File: config.mk
export PLATFORM = sky130hd
export DESIGN_NAME = rbs_sequencer
export DESIGN_NICKNAME = d
export VERILOG_FILES = /design/src/rbs_pkg.sv /design/src/rbs_refresh_timer.sv /design/src/rbs_sequencer.sv
export VERILOG_INCLUDE_DIRS = /design/src /design/src/src
export SDC_FILE = /design/constraint.sdc
export NUM_CORES = 1
export LEC_CHECK = 0
export BUFFER_PORTS_ARGS = -buffer_cell sky130_fd_sc_hd__buf_4
export CORE_MARGIN = 10
export CORE_UTILIZATION = 54
export CTS_CLUSTER_DIAMETER = 120
export DETAILED_ROUTE_END_ITERATION = 10
export PLACE_DENSITY = 0.87
export SYNTH_ARGS = -nofsm -noshare
export SYNTH_HDL_FRONTEND = slang
export SYNTH_HIERARCHICAL = 1
export SYNTH_SLANG_ARGS = --single-unit
export TNS_END_PERCENT = 20
File: constraint.sdc
create_clock -name clk_sys -period 4.8 [get_ports clk_sys]
set_input_delay 0.96 -clock clk_sys [delete_from_list [all_inputs] [get_ports clk_sys]]
set_output_delay 0.96 -clock clk_sys [all_outputs]
set_load 0.05 [all_outputs]
File: src/rbs_defines.svh
// Purpose: Constants for the reset and boot sequencer
// Assumes: 32-bit AXI4-Lite register bus, byte addresses
// Notes:   Offsets are byte addresses of aligned words
`ifndef RBS_DEFINES_SVH
`define RBS_DEFINES_SVH
// Register offsets
`define RBS_OFF_HOST_CTL      8'h00
`define RBS_OFF_STATUS        8'h04
`define RBS_OFF_CONFIG        8'h08
`define RBS_OFF_VECTOR        8'h0c
`define RBS_OFF_EVENT         8'h10
// host_control_high fields
`define RBS_HC_HALT           0
`define RBS_HC_NMI            1
`define RBS_HC_NOSAVE         2
// Config fields, loaded from vector bits [3:0]
`define RBS_CFG_BYTE_ORDER    0
`define RBS_CFG_RCA0          1
`define RBS_CFG_RCA1          2
`define RBS_CFG_PROTECT       3
// Reset vector address
`define RBS_RESET_VECTOR      32'hffffffe0
// Sequencing counts and bus response codes
`define RBS_INIT_REFRESHES    4'h8
`define RBS_INTERNAL_RESET    6'h22
`define RBS_REFRESH_PERIOD    4'h8
`define RBS_RESP_OKAY         2'b00
`define RBS_RESP_SLVERR       2'b10
`endif

File: src/rbs_pkg.sv
// Purpose: Types for the reset and boot sequencer
// Assumes: Nothing beyond the defines header
// Notes:   Gray codes along the host-present boot path; self-boot INIT to FETCH flips two bits
package rbs_pkg;
   typedef enum logic [2:0] {
      RBS_ST_INTRST = 3'b000,
      RBS_ST_INIT   = 3'b001,
      RBS_ST_HALT   = 3'b011,
      RBS_ST_FETCH  = 3'b010,
      RBS_ST_RUN    = 3'b110
   } rbs_state_t;
   typedef enum logic [1:0] {
      RBS_ENT_NONE  = 2'b00,
      RBS_ENT_RESET = 2'b01,
      RBS_ENT_NMI   = 2'b10,
      RBS_ENT_TRAP0 = 2'b11
   } rbs_entry_t;
endpackage : rbs_pkg

File: src/rbs_refresh_timer.sv
// Purpose: Periodic refresh request generator
// Assumes: Enable held while refresh is allowed
// Notes:   Pulse once every PERIOD cycles while enabled
`include "rbs_defines.svh"
module rbs_refresh_timer #(
   parameter logic [3:0] PERIOD = `RBS_REFRESH_PERIOD
) (
   // Clock and reset
   input  wire logic clk_sys,
   input  wire logic resetn,
   // Control
   input  wire logic enable,
   output      logic tick
);
   logic [3:0] count;
   wire        wrap = (count == PERIOD - 4'h1);

   always_ff @(posedge clk_sys or negedge resetn) begin
      if (!resetn) begin
         count <= 4'h0;
         tick  <= 1'b0;
      end else begin
         count <= (!enable || wrap) ? 4'h0 : count + 4'h1;
         tick  <= enable && wrap;
      end
   end
endmodule : rbs_refresh_timer

File: src/rbs_sequencer.sv
// Purpose: Reset, refresh initialisation and boot sequencing
// Assumes: resetn and host_chip_select synchronous to clk_sys
// Notes:   Software view over AXI4-Lite; memory sits outside
//
// Contract
// Held reset keeps outputs defined, no refresh of DRAM or display.
// Chip select sampled in the cycle before reset rises picks start mode.
// Host-present start halts until host writes the halt bit to zero.
// Host-present mode runs eight row-strobe initialisation cycles; host waits.
// While halted, periodic DRAM refresh continues.
// Host-present mode fetches reset vector only after halt bit clears.
// Self-boot mode refreshes eight times, then fetches vector at ffffffe0.
// Vector low four bits load byte order and row/column configuration.
// Reset entry saves neither flags word nor program counter.
// Host NMI with nosave mode set skips saving flags and counter.
// Trap-0 uses the reset vector and saves nothing.
// Power-up reset is held low at least 40 local clocks.
// Other resets are held low at least four local clocks.
// After reset the device stays in internal reset for 34 cycles.
// Refresh continues during internal reset once reset input is high.
// Host NMI request is taken regardless of interrupt masking.
// Reset clears all I/O registers except the halt bit.
// Halt bit set to sampled chip select at reset release.
// Init refreshes are column-before-row; no memory grant before they end.
//
// Added by the designer: the placing of the registers and the AXI4-Lite interface to the registers.
`include "rbs_defines.svh"
module rbs_sequencer #(
   parameter logic [5:0]  INTRST_CYCLES = `RBS_INTERNAL_RESET,
   parameter logic [3:0]  INIT_COUNT    = `RBS_INIT_REFRESHES,
   parameter logic [31:0] VECTOR_ADDR   = `RBS_RESET_VECTOR
) (
   // Clock and reset
   input  wire logic        clk_sys,
   input  wire logic        resetn,
   // Host strap
   input  wire logic        host_chip_select,
   // Core events
   input  wire logic        trap0_request,
   // Memory side
   output      logic        refresh_req,
   output      logic        refresh_cbr,
   output      logic        display_refresh_en,
   output      logic        mem_grant,
   output      logic        vector_fetch_req,
   output      logic [31:0] vector_fetch_addr,
   input  wire logic        vector_fetch_ack,
   input  wire logic [31:0] vector_fetch_data,
   // Core side
   output      logic        core_run,
   output      logic        entry_pulse,
   output      logic [1:0]  entry_kind,
   output      logic        entry_save_state,
   // AXI4-Lite slave
   input  wire logic [7:0]  s_axi_awaddr,
   input  wire logic        s_axi_awvalid,
   output      logic        s_axi_awready,
   input  wire logic [31:0] s_axi_wdata,
   input  wire logic [3:0]  s_axi_wstrb,
   input  wire logic        s_axi_wvalid,
   output      logic        s_axi_wready,
   output      logic [1:0]  s_axi_bresp,
   output      logic        s_axi_bvalid,
   input  wire logic        s_axi_bready,
   input  wire logic [7:0]  s_axi_araddr,
   input  wire logic        s_axi_arvalid,
   output      logic        s_axi_arready,
   output      logic [31:0] s_axi_rdata,
   output      logic [1:0]  s_axi_rresp,
   output      logic        s_axi_rvalid,
   input  wire logic        s_axi_rready
);
   function automatic logic is_mapped(input logic [7:0] a);
      is_mapped = (a == `RBS_OFF_HOST_CTL) || (a == `RBS_OFF_STATUS) ||
                  (a == `RBS_OFF_CONFIG) || (a == `RBS_OFF_VECTOR) ||
                  (a == `RBS_OFF_EVENT);
   endfunction : is_mapped

   rbs_pkg::rbs_state_t state;
   rbs_pkg::rbs_state_t next_state;
   logic [5:0]  intrst_count;
   logic [3:0]  init_count;
   logic        halt_hold_bit;
   logic        host_nmi_req;
   logic        interrupt_nosave_mode;
   logic [3:0]  config_bits;
   logic [31:0] program_counter;
   logic        nmi_seen;
   logic        trap_seen;
   logic        strap_taken;
   logic [7:0]  aw_addr;
   logic        aw_held;
   logic [31:0] w_data;
   logic [3:0]  w_strb;
   logic        w_held;
   logic        tick;

   // strap capture
   // Reset is asynchronous; the first clock edge with reset high sees the prior-cycle level
   logic        strap_level;
   wire         first_high = !strap_taken;

   always_ff @(posedge clk_sys or negedge resetn) begin
      if (!resetn) begin
         strap_taken <= 1'b0;
         strap_level <= 1'b0;
      end else begin
         strap_taken <= 1'b1;
         if (first_high)
            strap_level <= host_chip_select;
      end
   end

   // refresh during internal reset
   // refresh while halted
   wire refresh_allowed = (state != rbs_pkg::RBS_ST_INIT);

   // Refresh keeps running in halt, so memory survives a long host wait
   rbs_refresh_timer #(
      .PERIOD (`RBS_REFRESH_PERIOD)
   ) u_timer (
      .clk_sys (clk_sys),
      .resetn  (resetn),
      .enable  (refresh_allowed),
      .tick    (tick)
   );

   wire intrst_done = (intrst_count == INTRST_CYCLES - 6'h1);
   wire init_done   = (init_count == INIT_COUNT - 4'h1);

   // Write and read channel decode
   wire aw_ok      = s_axi_awvalid && s_axi_awready;
   wire w_ok       = s_axi_wvalid && s_axi_wready;
   wire have_aw    = aw_held || aw_ok;
   wire have_w     = w_held || w_ok;
   wire [7:0] wa   = aw_held ? aw_addr : s_axi_awaddr;
   wire [31:0] wd  = w_held ? w_data : s_axi_wdata;
   wire [3:0] ws   = w_held ? w_strb : s_axi_wstrb;
   wire do_write   = have_aw && have_w && !s_axi_bvalid;
   wire wr_hc      = do_write && (wa == `RBS_OFF_HOST_CTL) && ws[0];
   wire wr_ev      = do_write && (wa == `RBS_OFF_EVENT) && ws[0];
   wire wr_mapped  = is_mapped(wa);
   wire ar_ok      = s_axi_arvalid && s_axi_arready;
   wire rd_mapped  = is_mapped(s_axi_araddr);

   // column-before-row init cycles, one every cycle pair
   logic init_phase;
   wire  tick_init = (state == rbs_pkg::RBS_ST_INIT) && init_phase;

   // unmasked host NMI
   // Taken only in RUN; a request made while halted waits for the routine
   wire nmi_take   = host_nmi_req && (state == rbs_pkg::RBS_ST_RUN) && !entry_pulse;
   wire trap_take  = trap0_request && (state == rbs_pkg::RBS_ST_RUN) && !nmi_take
                     && !entry_pulse;

   always_comb begin
      next_state = state;
      case (state)
         // internal reset length
         rbs_pkg::RBS_ST_INTRST: if (intrst_done) next_state = rbs_pkg::RBS_ST_INIT;
         // eight init cycles
         // self-boot goes straight to fetch
         rbs_pkg::RBS_ST_INIT: if (init_done && tick_init)
            next_state = halt_hold_bit ? rbs_pkg::RBS_ST_HALT : rbs_pkg::RBS_ST_FETCH;
         // stay halted
         // fetch after halt clears
         rbs_pkg::RBS_ST_HALT: if (!halt_hold_bit) next_state = rbs_pkg::RBS_ST_FETCH;
         rbs_pkg::RBS_ST_FETCH: if (vector_fetch_ack) next_state = rbs_pkg::RBS_ST_RUN;
         rbs_pkg::RBS_ST_RUN: if (trap_take) next_state = rbs_pkg::RBS_ST_FETCH;
         default: next_state = rbs_pkg::RBS_ST_INTRST;
      endcase
   end

   // Output decode, named so the register block below stays short
   wire fetch_done   = (state == rbs_pkg::RBS_ST_FETCH) && vector_fetch_ack;
   wire next_run     = (next_state == rbs_pkg::RBS_ST_RUN);
   wire next_fetch   = (next_state == rbs_pkg::RBS_ST_FETCH);
   wire next_granted = (next_state == rbs_pkg::RBS_ST_HALT) || next_fetch || next_run;
   wire boot_entry   = (state != rbs_pkg::RBS_ST_RUN) && (state != rbs_pkg::RBS_ST_FETCH);
   wire refresh_now  = tick || tick_init;
   // Event clears, a set in the same cycle still wins
   wire clr_nmi      = wr_ev && wd[0];
   wire clr_trap     = wr_ev && wd[1];

   // defined outputs under reset
   // registers cleared
   always_ff @(posedge clk_sys or negedge resetn) begin
      if (!resetn) begin
         state        <= rbs_pkg::RBS_ST_INTRST;
         intrst_count <= 6'h00;
         init_count   <= 4'h0;
         init_phase   <= 1'b0;
      end else begin
         state        <= next_state;
         intrst_count <= (state == rbs_pkg::RBS_ST_INTRST) ? intrst_count + 6'h01 : 6'h00;
         init_phase   <= (state == rbs_pkg::RBS_ST_INIT) ? !init_phase : 1'b0;
         if (tick_init)
            init_count <= init_count + 4'h1;
      end
   end

   // halt bit from strap
   // host clears halt
   // Strap load beats a host write in the first cycle after release
   always_ff @(posedge clk_sys or negedge resetn) begin
      if (!resetn) begin
         halt_hold_bit         <= 1'b0;
         host_nmi_req          <= 1'b0;
         interrupt_nosave_mode <= 1'b0;
      end else begin
         if (first_high)
            halt_hold_bit <= host_chip_select;
         else if (wr_hc)
            halt_hold_bit <= wd[`RBS_HC_HALT];
         if (nmi_take)
            host_nmi_req <= 1'b0;
         else if (wr_hc)
            host_nmi_req <= wd[`RBS_HC_NMI];
         if (wr_hc)
            interrupt_nosave_mode <= wd[`RBS_HC_NOSAVE];
      end
   end

   // configuration from vector
   always_ff @(posedge clk_sys or negedge resetn) begin
      if (!resetn) begin
         config_bits     <= 4'h0;
         program_counter <= 32'h00000000;
      end else if (fetch_done) begin
         if (entry_kind == rbs_pkg::RBS_ENT_RESET)
            config_bits <= vector_fetch_data[3:0];
         program_counter <= {vector_fetch_data[31:4], 4'h0};
      end
   end

   // Sticky events, set wins over clear
   always_ff @(posedge clk_sys or negedge resetn) begin
      if (!resetn) begin
         nmi_seen  <= 1'b0;
         trap_seen <= 1'b0;
      end else begin
         nmi_seen  <= nmi_take || (nmi_seen && !clr_nmi);
         trap_seen <= trap_take || (trap_seen && !clr_trap);
      end
   end

   // Outputs, all registered
   always_ff @(posedge clk_sys or negedge resetn) begin
      if (!resetn) begin
         refresh_req        <= 1'b0;
         refresh_cbr        <= 1'b0;
         display_refresh_en <= 1'b0;
         mem_grant          <= 1'b0;
         vector_fetch_req   <= 1'b0;
         vector_fetch_addr  <= 32'h00000000;
         core_run           <= 1'b0;
         entry_pulse        <= 1'b0;
         entry_kind         <= rbs_pkg::RBS_ENT_NONE;
         entry_save_state   <= 1'b0;
      end else begin
         // CBR refresh, grant only after init
         refresh_req        <= refresh_now;
         refresh_cbr        <= refresh_now;
         display_refresh_en <= next_run;
         mem_grant          <= next_granted;
         vector_fetch_req   <= next_fetch && !fetch_done;
         // vector address
         // trap-0 shares reset vector
         vector_fetch_addr  <= VECTOR_ADDR;
         core_run           <= next_run;
         entry_pulse        <= fetch_done || nmi_take;
         // reset saves nothing
         if (boot_entry)
            entry_kind <= rbs_pkg::RBS_ENT_RESET;
         else if (nmi_take)
            entry_kind <= rbs_pkg::RBS_ENT_NMI;
         else if (trap_take)
            entry_kind <= rbs_pkg::RBS_ENT_TRAP0;
         // nosave NMI
         // trap-0 saves nothing
         entry_save_state   <= nmi_take && !interrupt_nosave_mode;
      end
   end

   // Bus slave, unmapped address answers SLVERR
   wire [31:0] rd_word =
      (s_axi_araddr == `RBS_OFF_HOST_CTL) ? {29'h0, interrupt_nosave_mode, host_nmi_req,
                                             halt_hold_bit} :
      (s_axi_araddr == `RBS_OFF_STATUS)   ? {26'h0, strap_level, mem_grant, core_run,
                                             state} :
      (s_axi_araddr == `RBS_OFF_CONFIG)   ? {28'h0, config_bits} :
      (s_axi_araddr == `RBS_OFF_VECTOR)   ? program_counter :
      (s_axi_araddr == `RBS_OFF_EVENT)    ? {30'h0, trap_seen, nmi_seen} : 32'h0;

   always_ff @(posedge clk_sys or negedge resetn) begin
      if (!resetn) begin
         aw_held       <= 1'b0;
         aw_addr       <= 8'h00;
         w_held        <= 1'b0;
         w_data        <= 32'h00000000;
         w_strb        <= 4'h0;
         s_axi_awready <= 1'b0;
         s_axi_wready  <= 1'b0;
         s_axi_bvalid  <= 1'b0;
         s_axi_bresp   <= `RBS_RESP_OKAY;
         s_axi_arready <= 1'b0;
         s_axi_rvalid  <= 1'b0;
         s_axi_rdata   <= 32'h00000000;
         s_axi_rresp   <= `RBS_RESP_OKAY;
      end else begin
         if (aw_ok) begin
            aw_held <= !do_write;
            aw_addr <= s_axi_awaddr;
         end else if (do_write) begin
            aw_held <= 1'b0;
         end
         if (w_ok) begin
            w_held <= !do_write;
            w_data <= s_axi_wdata;
            w_strb <= s_axi_wstrb;
         end else if (do_write) begin
            w_held <= 1'b0;
         end
         s_axi_awready <= !have_aw && !s_axi_bvalid;
         s_axi_wready  <= !have_w && !s_axi_bvalid;
         if (do_write) begin
            s_axi_bvalid <= 1'b1;
            s_axi_bresp  <= wr_mapped ? `RBS_RESP_OKAY : `RBS_RESP_SLVERR;
         end else if (s_axi_bready) begin
            s_axi_bvalid <= 1'b0;
         end
         s_axi_arready <= !s_axi_rvalid && !ar_ok;
         if (ar_ok) begin
            s_axi_rvalid <= 1'b1;
            s_axi_rdata  <= rd_word;
            s_axi_rresp  <= rd_mapped ? `RBS_RESP_OKAY : `RBS_RESP_SLVERR;
         end else if (s_axi_rready) begin
            s_axi_rvalid <= 1'b0;
         end
      end
   end
endmodule : rbs_sequencer

# After elaboration in Yosys (flattened, before gate mapping)
# Cells that the tools add are included.
# op_classes
reduce_logical,69
eq_ne,23
n_addsub,3
n_mux,34
# ops
cell,count
2-to-1 mux 32 bit,4
"equality test 8 x 4 -> 1 bit, second input constant",4
logical AND 1 bit,28
2-to-1 mux 3 bit,6
logical OR 1 bit,17
"equality test 8 x 3 -> 1 bit, second input constant",2
"equality test 8 x 5 -> 1 bit, second input constant",2
logical NOT 8 bit,2
case mux 3 bit (5 select lines),1
logical NOT 1 bit,14
2-to-1 mux 1 bit,14
"equality test 3 x 2 -> 1 bit, second input constant",4
2-to-1 mux 2 bit,6
nonzero test 2 bit,5
"adder 4 x 1 -> 4 bit, second input constant",2
"equality test 4 x 3 -> 1 bit, second input constant",2
2-to-1 mux 8 bit,1
"adder 6 x 1 -> 6 bit, second input constant",1
"equality test 3 bit, second input constant",2
"equality test 6 bit, second input constant",1
2-to-1 mux 6 bit,1
2-to-1 mux 4 bit,1
"equality test 3 x 1 -> 1 bit, second input constant",1
logical NOT 3 bit,1
other kinds (7),7
# word_totals
register_bits,122
elab_cells,165

# Logic depth before layout (Yosys ltp)
# logic_depth
depth_word,11
ltp_mapped,6
depth_no_buf,6

# Cells and area by module
# Netlist, hierarchy kept.
# modules_own_cells
module,seq_area_each_um2,area_per_inst_um2,instances,cells_per_inst
rbs_sequencer,2852.7,4902.2,1,388
rbs_refresh_timer,125.1,207.7,1,17

# Worst setup path after synthesis
# OpenSTA, ideal clock, no wires.
# synth_path
path_type,input port to flip-flop
from,input port s_axi_awaddr[2]
to,register interrupt_nosave_mode
path_stages,4
path_buffers,0
arrival_time_ns,2.362
slack_ns,2.313
setup_ns,0.125
cell_sequence,or3_1 -> a21o_1 -> or4_4 -> mux2_4
# synth_between
elab_chain_cells,4
# synth_lines
element,line,source
"start, declared",rbs_sequencer.sv:55,"input wire logic [7:0] s_axi_awaddr,"
2-to-1 mux 8 bit,rbs_sequencer.sv:136,wire [7:0] wa = aw_held ? aw_addr : s_axi_awaddr;
logical NOT 8 bit (no line),--,
logical AND 1 bit (2 in series),rbs_sequencer.sv:140,wire wr_hc = do_write && (wa == `RBS_OFF_HOST_CTL) && ws[0];
"end signal, assigned",rbs_sequencer.sv:220,interrupt_nosave_mode <= wd[`RBS_HC_NOSAVE];
"end, declared",rbs_sequencer.sv:85,logic interrupt_nosave_mode;
# No other way between the ends.
# A chain may end at the register's enable or synchronous reset.

# Final worst setup path
# layout_path
from,input port s_axi_araddr[1]
to,register s_axi_rdata[25]
# layout_between
elab_chain_cells,5
word_cells_on_any_way,8
cone_classes,3 x eq/ne; 4 x mux; 1 x reduce/logical
# layout_lines
element,line,source
"start, declared",rbs_sequencer.sv:65,"input wire logic [7:0] s_axi_araddr,"
equality test 8 x 4 -> 1 bit (no line),--,
2-to-1 mux 32 bit,rbs_sequencer.sv:292,(s_axi_araddr == `RBS_OFF_VECTOR) ? program_counter :
2-to-1 mux 32 bit,rbs_sequencer.sv:291,"(s_axi_araddr == `RBS_OFF_CONFIG) ? {28'h0, config_bits} :"
2-to-1 mux 32 bit,rbs_sequencer.sv:289,"(s_axi_araddr == `RBS_OFF_STATUS) ? {26'h0, strap_level, mem_grant, core_run,"
2-to-1 mux 32 bit *,rbs_sequencer.sv:287,"(s_axi_araddr == `RBS_OFF_HOST_CTL) ? {29'h0, interrupt_nosave_mode, host_nmi_req,"
"end signal, assigned",rbs_sequencer.sv:335,s_axi_rdata <= rd_word;
"end, declared",rbs_sequencer.sv:68,"output logic [31:0] s_axi_rdata,"
# Every way passes the cells marked *; elsewhere a longest branch is shown, timed or not.

==> results.json <==
{
  "wl_met2_mm": 5.64,
  "hold_viol": 0,
  "cts_buffer_depth": 2,
  "drv_cap": 0,
  "synthCells": 405,
  "post_cts_buffers": 0,
  "power.share.switching_pct": 31.4,
  "rsz0062_at_grt": "no",
  "die_x_um": 117,
  "slew-limit-headroom_pct": 17.1,
  "pwr-share-clk_pct": 38.4,
  "clock_sinks": 119,
  "cp_max_fo": 26,
  "cts_buffers": 17,
  "internal_power_uw": 2180,
  "finalCriticalPeriod_ps": 2740,
  "seq_area_um2": 2980,
  "rr_startpoint": "state[0]",
  "grt_pass1_vias": 3892,
  "synth_edf_count": 0,
  "grt_pass1_wl_mm": 19.0,
  "num_vias": 3492,
  "clock_latency_ps": 520,
  "layout.nets": 617,
  "synth-adder-area-share_pct": 0.979,
  "ir_worst_vdd_mv": 0.374,
  "drt-pass1-iter-count": 4,
  "setup_viol": 0,
  "ys_warn_count": 6,
  "fin_hold_ws_ps": 437,
  "dieArea_um2": 13800,
  "post_cts_resized": 0,
  "drt_iter0_markers": 185,
  "syn_area_per_cell_um2": 12.6,
  "drive_above_1_share_pct": 37.4,
  "grt_use_total_pct": 18.1,
  "globalRouteOverflowTotal": 0,
  "drc": 0,
  "io_buffers": 137,
  "rr_endpoint": "program_counter[31]",
  "multi_input_area_um2": 1780,
  "dpl.hpwl_mm": 8.73,
  "synth_ff_type": "dfrtp_1",
  "vias_per_cell": 5.28,
  "coreArea_um2": 9240,
  "antennaDiodeCount": 0,
  "synth.distinct_cells": 56,
  "p_seq_share_pct": 40.3,
  "synth.yosys.seq_area_share_pct": 58.3,
  "min_path_type": "reg -> reg",
  "ios": 177,
  "p_switching_uw": 1000,
  "crit_type": "in -> reg",
  "num_rows": 35,
  "highest_layer": "met4",
  "comb_power_share_pct": 21.2,
  "cp_data_required_time_ps": 5240,
  "root_buffer": "clkbuf_8",
  "synth-compound-area-share_pct": 9.21,
  "gp_congestion": 0.806,
  "cp.arrival_ps": 3190,
  "synthSimpleGateAreaFrac_pct": 10.5,
  "ctsHoldBuffers": 0,
  "holdPathEnd": "refresh_cbr",
  "cts_tree": "built",
  "fp.dieH_um": 117,
  "layout_worst_path_cycle_share_pct": 57.2,
  "fin_tns_setup_ps": 0,
  "wl_per_cell_um": 18.0,
  "muxShareOfSynthArea_pct": 12.1,
  "finalMaxSlewViolations": 0,
  "worstMarginPinSlew_ps": 1240,
  "synth_area_um2": 5110,
  "worstHoldPathCells": 1,
  "wl_met3_mm": 1.27,
  "hp-start": "u_timer/tick",
  "leakage_uw": 0.00327,
  "fillers": 618,
  "rrSetupSlack_ps": 2090,
  "htree_levels": 4,
  "fmax_mhz": 364,
  "drt-met1-wl_mm": 4.83,
  "end_kind": "register",
  "clk_pin_slew_ps": 60,
  "outcome": "finished clean",
  "antenna_left": 0,
  "skew_ps": 8.59,
  "initial_core_util_pct": 55.3,
  "area_delta_synth_final_pct": 28.8,
  "routed_wl_mm": 11.9,
  "power_per_cell_area_nw_per_um2": 483,
  "startpoint_type": "primary input",
  "grt_start_max_net_pins": 88,
  "synth-seq-cells": 119,
  "synth_xor_area_share_pct": 1.37,
  "synth_top_family_by_area": "multiplexers",
  "async_flop_share_pct": 100,
  "r2r_cells": 4,
  "antenna_found_initial": 0
}
==> placed cells by master, fill, tap and decap left out, types with 3 or more instances in the layout <==
master and n:
buf_4 140, ha_1 4, mux2_1 33, xor2_1 3
mux2i_1 3, a22o_1 29, inv_6 5, nand3_1 7
and2_1 4, inv_1 8, o41ai_1 4, clkbuf_16 16
mux2_2 18, nand2_1 19, o21ai_1 4, nor2_1 27
nand3b_1 4, nor3_1 3, o22ai_1 3, clkinv_4 3
xnor2_1 5, dfrtp_1 119, conb_1 8, a21oi_1 6
nand2b_1 7
==> final cells by class <==
| class | count | area share [%] |
|---|---|---|
| flip-flops and latches | 119 | 45.2 |
| multi-input cells | 233 | 27.1 |
| repair buffers | 140 | 16.0 |
| clock buffers | 17 | 6.29 |
| clock inverters | 15 | 2.53 |
| well taps | 129 | 2.45 |
| inverters | 8 | 0.456 |
==> stage by stage <==
step / area [um^2] / cells / utilization [%] / setup slack [ps] / total power (uW)
CTS: 6580 / 661 / 71.2 / 2040 / 3210
global route: 6580 / 661 / 71.2 / 1880 / 3350
detailed placement: 6000 / 629 / 64.9 / 1480 / 1970
finish: 6580 / 661 / 71.2 / 2060 / 3180
global placement: 6000 / 629 / 64.9 / 1550 / 1930
floorplan: 5130 / 411 / - / 2310 / 1760
==> critical path: stages <==
cell and delay [ps]:
buf_4 110, or4_1 580, nor3_2 360, and4_1 920, a22o_1 260
==> cell usage after synthesis (3+ instances only) <==
cell	n	area share, %
ha_1	4	0.98
and2_1	4	0.49
o21ai_1	4	0.39
nor3_1	3	0.29
nand2_1	19	1.4
xnor2_1	5	0.86
inv_1	8	0.59
mux2i_1	3	0.59
o22ai_1	3	0.37
buf_4	37	5.4
nor2_1	27	2.0
dfrtp_1	119	58
nand3_1	7	0.69
nor3b_1	3	0.44
o41ai_1	4	0.69
xor2_1	3	0.51
nand2b_1	7	0.86
mux2_2	18	4.0
a21oi_1	6	0.59
a22o_1	29	5.0
clkbuf_1	9	0.66
nand3b_1	4	0.59
mux2_1	33	7.3
buf_2	3	0.29
==> layer usage <==
| layer | global-route usage [%] | up-vias |
|---|---|---|
| li1 | - | 1620 |
| met1 | 20.6 | 1717 |
| met2 | 29.6 | 140 |
| met3 | 7.80 | 15 |
| met4 | 6.75 | 0 |
| met5 | 0 | - |
==> state kept, by name (all words and copies together) (netlist names), 4 cells and up <==
register / flops
s_axi_rdata: 32
program_counter: 28
aw_addr: 8
intrst_count: 6
config_bits: 4
init_count: 4
u_timer/count: 4
==> cell families after synthesis <==
group,after synthesis
DFF,119
and+or+nand+nor,98
AOI/OAI and AO/OA,60
buffers and inverters,59
muxes,55
xor gates and xnor gates,8
adders and majority gates,4
other,2
==> worst max-delay path by stage <==
stage / start / to / cells past startpoint
finish: s_axi_araddr[1] / s_axi_rdata[25] / 5
global route: s_axi_araddr[1] / s_axi_rdata[25] / 5
CTS: s_axi_araddr[1] / s_axi_rdata[25] / 5
detailed placement: s_axi_araddr[1] / s_axi_rdata[11] / 5
global placement: s_axi_araddr[1] / s_axi_rdata[24] / 5
floorplan: s_axi_awaddr[2] / interrupt_nosave_mode / 4
==> power by group through the flow <==
stage                     sequential, uW  combinational [uW]  clock (uW)
after floorplan                     1360                 401           0
after global placement              1280                 646           0
after detailed placement            1300                 675           0
after CTS                           1280                 680        1250
after global routing                1310                 736        1300
final                               1280                 675        1220
(Power assumes the default switching activity.)
